**config.mk**
```make
export PLATFORM = sky130hd
export DESIGN_NAME = stop_wake_source
export DESIGN_NICKNAME = d
export VERILOG_FILES = /design/src/inc/stop_wake_pkg.sv /design/src/wake_gate.sv /design/src/stop_wake_source.sv
export VERILOG_INCLUDE_DIRS = /design/src /design/src/inc
export SDC_FILE = /design/constraint.sdc
export NUM_CORES = 1
export LEC_CHECK = 0
export ABC_AREA = 1
export BUFFER_PORTS_ARGS = -buffer_cell sky130_fd_sc_hd__buf_2
export CORE_UTILIZATION = 58
export CTS_CLUSTER_SIZE = 28
export DETAILED_ROUTE_END_ITERATION = 6
export PLACE_DENSITY = 0.85
export SLEW_MARGIN = 5
export SYNTH_ARGS = -nofsm -noshare
export SYNTH_HDL_FRONTEND = slang
export SYNTH_HIERARCHICAL = 1
export SYNTH_SLANG_ARGS = --single-unit
```
**constraint.sdc**
```tcl
create_clock -name mclk -period 4.1 [get_ports mclk]
set_input_delay 0.205 -clock mclk [delete_from_list [all_inputs] [get_ports mclk]]
set_output_delay 0.205 -clock mclk [all_outputs]
set_load 0.02 [all_outputs]
```
**src/inc/stop_wake_defs.svh**
```systemverilog
// constants of the stop-wake group source: offsets, fields, reset values, pin groups
`ifndef STOP_WAKE_DEFS_SVH
`define STOP_WAKE_DEFS_SVH

// register offsets
`define SW_ADDR_W       12
`define SW_P2SEL_OFS    12'hf0c
`define SW_GROUP_OFS    12'hf0d
`define SW_P3SEL_OFS    12'hf0e
`define SW_STATUS_OFS   12'hf10
`define SW_MASK_OFS     12'hf11

// group register fields
`define SW_LEVEL_BIT    6
`define SW_SRC_HI       4
`define SW_SRC_LO       2

// status and mask bits
`define SW_ST_GROUP     0
`define SW_ST_PIN       1
`define SW_ST_W         2

// reset values
`define SW_GROUP_RST    8'h00
`define SW_SEL_RST      8'h00
`define SW_P3SEL_RST    4'h0
`define SW_ST_RST       2'h0
`define SW_PIN_RST      14'h3fff
`define SW_RD_ZERO      8'h00

// pin vector layout: port 2 in [7:0], port 3 pins 3..0 in [11:8], port 0 pin 0 in [12], pin 7 in [13]
`define SW_NPINS        14
`define SW_MASK_NONE    14'h0000
`define SW_MASK_P2LO    14'h000f
`define SW_MASK_P2ALL   14'h00ff
`define SW_MASK_P3HI    14'h0e00
`define SW_MASK_P3P0    14'h3e00
`define SW_MASK_P3P2    14'h0e07

`endif

```
**src/inc/stop_wake_pkg.sv**
```systemverilog
// types of the stop-wake group source
package stop_wake_pkg;

   typedef enum logic [2:0] {
      SRC_NONE      = 3'b000,
      SRC_NAND_P2LO = 3'b001,
      SRC_NAND_P2   = 3'b010,
      SRC_NAND_P3   = 3'b011,
      SRC_NOR_P3    = 3'b100,
      SRC_NOR_P3P0  = 3'b101,
      SRC_NAND_P3P0 = 3'b110,
      SRC_NAND_P3P2 = 3'b111
   } wake_src_t;

endpackage

```
**src/wake_gate.sv**
```systemverilog
// one NAND/NOR gate over a masked group of wake pins
`timescale 1ns/1ns

module wake_gate #(
   parameter int N = 14
) (
   // pins and selection
   input  wire logic [N-1:0] pins,
   input  wire logic [N-1:0] inGroup,
   input  wire logic         useNor,
   // result
   output logic              gateOut,
   output logic              active
);

   // -----------------------------------------------------------
   // gate
   // -----------------------------------------------------------
   // left-out pins are forced to the value that cannot move the gate
   always_comb begin
      if (useNor) begin
         gateOut = ~|(pins & inGroup);
      end else begin
         gateOut = ~&(pins | ~inGroup);
      end
      active = |inGroup;
   end

endmodule // wake_gate

```
**src/stop_wake_source.sv**
```systemverilog
// group wake source: configuration registers, pin gates, wake request and interrupt
//
// Decided for this implementation: strobed register access.
`timescale 1ns/1ns
`include "stop_wake_defs.svh"

// How it works
// - three-bit source field picks one of seven pin-gate modes
// - gate output equal to level bit raises a wake event
// - source code zero selects nothing, so no group event
// - pins driven as outputs or claimed by per-pin selects are ignored
// - level bit zero wakes on low gate output, one on high
// - any one enabled source causes stop recovery
// - code 001 NANDs port2 3..0; 111 NANDs port3 3..1 with port2 2..0
// - group register keeps its contents across a stop recovery
module stop_wake_source
   import stop_wake_pkg::*;
(
   // clock and reset
   input  wire logic                   mclk,
   input  wire logic                   rst_n,
   // register port
   input  wire logic [`SW_ADDR_W-1:0]  regAddr,
   input  wire logic [7:0]             regWdata,
   input  wire logic                   regWrite,
   input  wire logic                   regRead,
   output logic      [7:0]             regRdata,
   // pins
   input  wire logic [7:0]             port2Pin,
   input  wire logic [3:0]             port3Pin,
   input  wire logic                   port0Pin0,
   input  wire logic                   port0Pin7,
   // pin directions, high while the pin is an output
   input  wire logic [7:0]             port2Output,
   input  wire logic [3:0]             port3Output,
   input  wire logic                   port0Output0,
   input  wire logic                   port0Output7,
   // per-pin compare events
   input  wire logic                   perPinWake,
   // results
   output logic                        groupWake,
   output logic                        wakeRequest,
   output logic                        irq,
   output logic [7:0]                  port2PinSelect,
   output logic [3:0]                  port3PinSelect
);

   // -----------------------------------------------------------
   // declarations
   // -----------------------------------------------------------
   logic [7:0]            groupSelect;
   logic [`SW_ST_W-1:0]   status;
   logic [`SW_ST_W-1:0]   mask;
   logic [`SW_ST_W-1:0]   next_status;
   logic [`SW_ST_W-1:0]   statusSet;
   logic [`SW_NPINS-1:0]  pinRaw;
   logic [`SW_NPINS-1:0]  pinSync1;
   logic [`SW_NPINS-1:0]  pinSync2;
   logic [`SW_NPINS-1:0]  pinSync3;
   logic [`SW_NPINS-1:0]  pinAgree;
   logic [`SW_NPINS-1:0]  pinState;
   logic [`SW_NPINS-1:0]  pinIgnore;
   logic [`SW_NPINS-1:0]  modeMask;
   logic [`SW_NPINS-1:0]  inGroup;
   logic                  modeNor;
   logic                  level;
   wake_src_t             source;
   logic                  rawGate;
   logic                  rawActive;
   logic                  syncGate;
   logic                  syncActive;
   logic                  syncGroupWake;
   logic                  wrGroup;
   logic                  wrPort2;
   logic                  wrPort3;
   logic                  wrMask;
   logic                  rdStatus;
   logic                  rdMask;

   // -----------------------------------------------------------
   // register decode
   // -----------------------------------------------------------
   always_comb begin
      wrGroup  = regWrite && (regAddr == `SW_GROUP_OFS);
      wrPort2  = regWrite && (regAddr == `SW_P2SEL_OFS);
      wrPort3  = regWrite && (regAddr == `SW_P3SEL_OFS);
      wrMask   = regWrite && (regAddr == `SW_MASK_OFS);
      rdStatus = regRead && (regAddr == `SW_STATUS_OFS);
      rdMask   = regRead && (regAddr == `SW_MASK_OFS);
   end

   // -----------------------------------------------------------
   // configuration registers
   // -----------------------------------------------------------
   // only reset clears these; a stop recovery has no path in here
   always_ff @(posedge mclk or negedge rst_n) begin
      if (!rst_n) begin
         groupSelect <= `SW_GROUP_RST;
      end else if (wrGroup) begin
         // reserved bits are kept as written; nothing reads them back
         groupSelect <= regWdata;
      end
   end

   always_ff @(posedge mclk or negedge rst_n) begin
      if (!rst_n) begin
         port2PinSelect <= `SW_SEL_RST;
      end else if (wrPort2) begin
         port2PinSelect <= regWdata;
      end
   end

   always_ff @(posedge mclk or negedge rst_n) begin
      if (!rst_n) begin
         port3PinSelect <= `SW_P3SEL_RST;
      end else if (wrPort3) begin
         port3PinSelect <= regWdata[3:0];
      end
   end

   always_ff @(posedge mclk or negedge rst_n) begin
      if (!rst_n) begin
         mask <= `SW_ST_RST;
      end else if (wrMask) begin
         mask <= regWdata[`SW_ST_W-1:0];
      end
   end

   // -----------------------------------------------------------
   // pin vector and exclusion
   // -----------------------------------------------------------
   // port 0 has no per-pin select, so only its direction can drop a pin
   always_comb begin
      pinRaw    = {port0Pin7, port0Pin0, port3Pin, port2Pin};
      pinIgnore = {port0Output7, port0Output0,
                   port3Output | port3PinSelect,
                   port2Output | port2PinSelect};
   end

   // -----------------------------------------------------------
   // pin synchronisers for the clocked status path
   // -----------------------------------------------------------
   // filtered pins only feed status; the wake request must not wait for a clock
   always_ff @(posedge mclk or negedge rst_n) begin
      if (!rst_n) begin
         pinSync1 <= `SW_PIN_RST;
         pinSync2 <= `SW_PIN_RST;
         pinSync3 <= `SW_PIN_RST;
      end else begin
         pinSync1 <= pinRaw;
         pinSync2 <= pinSync1;
         pinSync3 <= pinSync2;
      end
   end

   // a pin change is taken only once the last two stages agree
   always_comb begin
      pinAgree = ~(pinSync2 ^ pinSync3);
   end

   always_ff @(posedge mclk or negedge rst_n) begin
      if (!rst_n) begin
         pinState <= `SW_PIN_RST;
      end else begin
         pinState <= (pinSync3 & pinAgree) | (pinState & ~pinAgree);
      end
   end

   // -----------------------------------------------------------
   // source decode
   // -----------------------------------------------------------
   always_comb begin
      source = wake_src_t'(groupSelect[`SW_SRC_HI:`SW_SRC_LO]);
      level  = groupSelect[`SW_LEVEL_BIT];
   end

   // pin groups of codes 010 to 110 are not yet confirmed; a mask edit here fixes them
   always_comb begin
      modeMask = `SW_MASK_NONE;
      modeNor  = 1'b0;
      case (source)
         SRC_NONE: begin
            modeMask = `SW_MASK_NONE;
         end
         SRC_NAND_P2LO: begin
            modeMask = `SW_MASK_P2LO;
         end
         SRC_NAND_P2: begin
            modeMask = `SW_MASK_P2ALL;
         end
         SRC_NAND_P3: begin
            modeMask = `SW_MASK_P3HI;
         end
         SRC_NOR_P3: begin
            modeMask = `SW_MASK_P3HI;
            modeNor  = 1'b1;
         end
         SRC_NOR_P3P0: begin
            modeMask = `SW_MASK_P3P0;
            modeNor  = 1'b1;
         end
         SRC_NAND_P3P0: begin
            modeMask = `SW_MASK_P3P0;
         end
         SRC_NAND_P3P2: begin
            modeMask = `SW_MASK_P3P2;
         end
         default: begin
            modeMask = `SW_MASK_NONE;
            modeNor  = 1'b0;
         end
      endcase
   end

   always_comb begin
      inGroup = modeMask & ~pinIgnore;
   end

   // -----------------------------------------------------------
   // gates: raw pins for the stopped-clock path, filtered pins for status
   // -----------------------------------------------------------
   wake_gate #(
      .N       (`SW_NPINS)
   ) rawGateUnit (
      .pins    (pinRaw),
      .inGroup (inGroup),
      .useNor  (modeNor),
      .gateOut (rawGate),
      .active  (rawActive)
   );

   wake_gate #(
      .N       (`SW_NPINS)
   ) syncGateUnit (
      .pins    (pinState),
      .inGroup (inGroup),
      .useNor  (modeNor),
      .gateOut (syncGate),
      .active  (syncActive)
   );

   // -----------------------------------------------------------
   // wake request
   // -----------------------------------------------------------
   // with every chosen pin ignored the gate has no input, so no event
   // is raised rather than a constant one
   always_comb begin
      groupWake     = rawActive && (rawGate == level);
      syncGroupWake = syncActive && (syncGate == level);
      // no clock is needed here, so it still works while stopped
      wakeRequest   = groupWake || perPinWake;
   end

   // -----------------------------------------------------------
   // sticky status, clear on read, interrupt
   // -----------------------------------------------------------
   always_comb begin
      statusSet              = `SW_ST_RST;
      statusSet[`SW_ST_GROUP] = syncGroupWake;
      statusSet[`SW_ST_PIN]   = perPinWake;
      // a set in the cycle of the clearing read wins
      if (rdStatus) begin
         next_status = statusSet;
      end else begin
         next_status = status | statusSet;
      end
   end

   always_ff @(posedge mclk or negedge rst_n) begin
      if (!rst_n) begin
         status <= `SW_ST_RST;
      end else begin
         status <= next_status;
      end
   end

   // irq follows next_status so it rises with the status bit, not a cycle later
   always_ff @(posedge mclk or negedge rst_n) begin
      if (!rst_n) begin
         irq <= 1'b0;
      end else begin
         irq <= |(next_status & mask);
      end
   end

   // -----------------------------------------------------------
   // read data, valid only in the cycle after the read strobe
   // -----------------------------------------------------------
   // group and pin-select registers are write-only and read as zero; the mask reads back
   always_ff @(posedge mclk or negedge rst_n) begin
      if (!rst_n) begin
         regRdata <= `SW_RD_ZERO;
      end else if (rdStatus) begin
         regRdata <= {{(8-`SW_ST_W){1'b0}}, status};
      end else if (rdMask) begin
         regRdata <= {{(8-`SW_ST_W){1'b0}}, mask};
      end else begin
         regRdata <= `SW_RD_ZERO;
      end
   end

endmodule // stop_wake_source

```
==> metrics.md <==
| Metric | Value |
|---|---|
| Syn Area/Cell | `9.324 µm²` |
| Max stage delay on crit path | `0.54 ns` |
| Clk slew on worst S/H paths | `0.08 ns` |
| Wire per inst | `12.49 µm` |
| Cell count after synthesis | `roughly 370` |
| DRC violations left | `0` |
| DR vias/cell | `4.858` |
| Reg-to-Reg Start | `groupSelect[3]` |
| CP required | `3.89 ns` |
| YS warnings | `6` |
| Cts bufs inserted | `9` |
| Finish-stage setup viols | `0` |
| TritonRoute pass-1 iters | `4` |
| H-Tree Depth | `3` |
| Syn Std Cell Area | `between 0.003 and 0.004 mm²` |
| Area growth syn-to-layout | `22.08%` |
| Min cycle time layout | `2.873 ns` |
| WL final | `6755 µm` |
| Via count | `~2600` |
| First-pass GRT wire length | `11050 µm` |
| Lkg Pwr | `between 0.002 and 0.0025 µW` |
| CP Capture Type | `output port` |
| Grt total ovfl | `0` |
| Crit-path slowest cell | `nor3_1` |
| Layout Nets | `between 500 and 600` |
| Worst skew pair latency | `0.34 ns` |
| FMAX | `~350 MHz` |
| Die area | `0.006211 mm²` |
| Synth unique cells | `24` |
| Antenna-violating nets left | `0` |
| Ant diodes | `0` |
| Unrepaired setup endpoints after global routing | `false` |
| # hold bufs at CTS | `14` |
| DP Wirelength | `4992 µm` |
| Final Max Tran Viols | `0` |
| Post-CTS repair timing setup buffer count | `0` |
| Initial drt markers | `roughly 160` |
| Synth async-reset ratio | `100.0%` |
| I/O pin cnt | `76` |
| Die W | `78.81 µm` |
| Clock Tree Root | `clkbuf_8` |
| WS Path Type | `reg -> out` |
| Critical Path Source Type | `flop` |
| Fraction of layout cells with a size suffix above 1 | `33.90%` |
| Status | `finished, final reports clean` |
| Final Hold Fails | `0` |
| Worst-Margin Slew | `0.9102 ns` |
| Yosys reg bits | `79` |
| CP Data Arrival Time | `about 2.7 ns` |
| Number of flops mapped to enable cells by yosys | `0` |
| Vias in the first global route | `between 2000 and 2500` |
| Pwr dens | `367.6 mW/mm²` |
| Die span in y | `a little under 80 µm` |
| Hold Crit Class | `in -> async` |
| Slew Limit Headroom | `slightly below 40%` |
| Top_reg_cell synth | `dfstp_2` |
| Hold WS | `between 0.015 and 0.02 ns` |
| Resized cells post-CTS | `0` |
| IO Port Bufs | `68` |
| Seq/Total Area, Yosys | `59.82%` |
| Worst R2R Setup Slack | `1.64 ns` |
| Setup tns final | `0 ns` |
| CTS tree | `yes` |
| Row count | `27` |
| Initial Utilization | `61.02%` |
| Fin Clk Skew | `between 0.005 and 0.006 ns` |
| CP startpoint | `groupSelect[3]` |
| Worst-path fanout max | `6` |
| Largest net degree at the start of global routing | `80` |
| Max Cap Viol | `0` |
| Maximum vdd drop | `about 0.33 mV` |
| Cell repeated most along the worst path | `nand2_1` |
| Total Routing Usage GR | `23.86%` |
| Clk sink count | `79` |
| Placement Cell Area | `between 0.003 and 0.004 mm²` |
| Final Cycle Share | `70.07%` |
| Initial antenna violation count | `0` |
| Final instance area | `0.004178 mm²` |
| Final estimated routing congestion in global placement | `0.8682` |
| Critical-path cell list | `nand2_1 > nand2_1 > nand2_1 > nand2_1 > nor3_1 > inv_1 > o21ai_0 > nor2_1 > nand2_1 > o21ai_1 > nand2_1 > nor2_1 > o21ai_0 > buf_2` |
| Core box area | `0.005608 mm²` |
| CTS Buffer Depth | `2` |
==> worst paths after layout <==
path                       depth (start not counted)                end
setup / recovery                                  14        wakeRequest
hold / removal                                     1            mask[1]
setup reg to reg                                  13                irq
hold reg to reg                                    0        pinSync2[8]
max in group asynchronous                          1  port3PinSelect[2]
min in group mclk                                  3  port2PinSelect[7]
==> cell usage after synthesis (2+ instances only) <==
| library cell | number | area share, % |
|---|---|---|
| nand4_1 | 6 | 1.1 |
| nand2_2 | 4 | 0.73 |
| maj3_1 | 14 | 4.1 |
| nor3_1 | 8 | 1.2 |
| o21ai_0 | 13 | 1.9 |
| dfrtp_1 | 23 | 17 |
| nor4_1 | 7 | 1.3 |
| buf_4 | 6 | 1.3 |
| inv_1 | 53 | 5.8 |
| a21oi_1 | 2 | 0.29 |
| o21ai_1 | 4 | 0.59 |
| nor2_1 | 26 | 2.9 |
| nor2_4 | 2 | 0.66 |
| nor2_2 | 3 | 0.55 |
| o21ai_2 | 8 | 2.0 |
| nand3_1 | 10 | 1.5 |
| dfstp_2 | 56 | 43 |
| nand2_1 | 116 | 13 |
==> layer usage <==
layer	wire, µm	global-route usage (%)	share of wire, %
met3	360	7.011	5.3
met1	3146	32.11	47
met5	0	0	0
met4	162	10.55	2.4
met2	3085	36.09	46
==> cell families after synthesis <==
logic type | count (synthesis) | synth area share [%]
flip-flops | 79 | 59.82
buffers and inverters | 60 | 7.459
AO/OA/AOI/OAI | 27 | 4.826
adder cells (fa/ha/maj) | 14 | 4.095
AND/OR/NAND/NOR | 186 | 23.69
other | 1 | 0.1096
==> cells in the final DEF (no fill, tap or decap), types with 6 or more instances in the layout <==
cell type	count
clkbuf_8	10
conb_1	12
nand3_1	10
o21ai_2	8
nand4_1	6
dlygate4sd3_1	14
dfstp_2	56
dfrtp_1	23
nand2_1	116
maj3_1	14
inv_1	53
nor2_1	26
buf_2	67
nor4_1	7
nor3_1	8
o21ai_0	13
==> cell type report <==
type	count	area (µm²)
multi-input cells	239	1161
inverters	53	198.9
flip-flops and latches	79	2047
well taps	72	90.09
clock inverters	6	60.06
clock buffers	10	137.6
repair buffers	82	483.0
fillers	399	1430
==> power by group <==
part	internal (µW)	total, µW	switching, µW
clock	294	559	264
combinational	48.6	112	63.4
sequential	843	865	22.7
==> worst max-delay path, delay by kind of cell (launching register included) <==
kind | cells | cell delay (ns)
compound gates | 3 | 0.42
buf+inv | 2 | 0.29
flops | 1 | 0.43
simple gates | 9 | 1.18
==> per-stage QoR <==
step,cells,utilization (%),setup slack [ns],total power (µW)
2_1_floorplan,378,-,1.887,921.2
3_3_place_gp,511,68.47,1.760,974.3
3_5_place_dp,511,68.47,1.632,980.1
4_1_cts,541,74.50,1.232,1554
5_1_grt,541,74.50,0.8651,1603
6_report,541,74.50,1.227,1536
No activity file was read; power rests on OpenSTA's default activity.
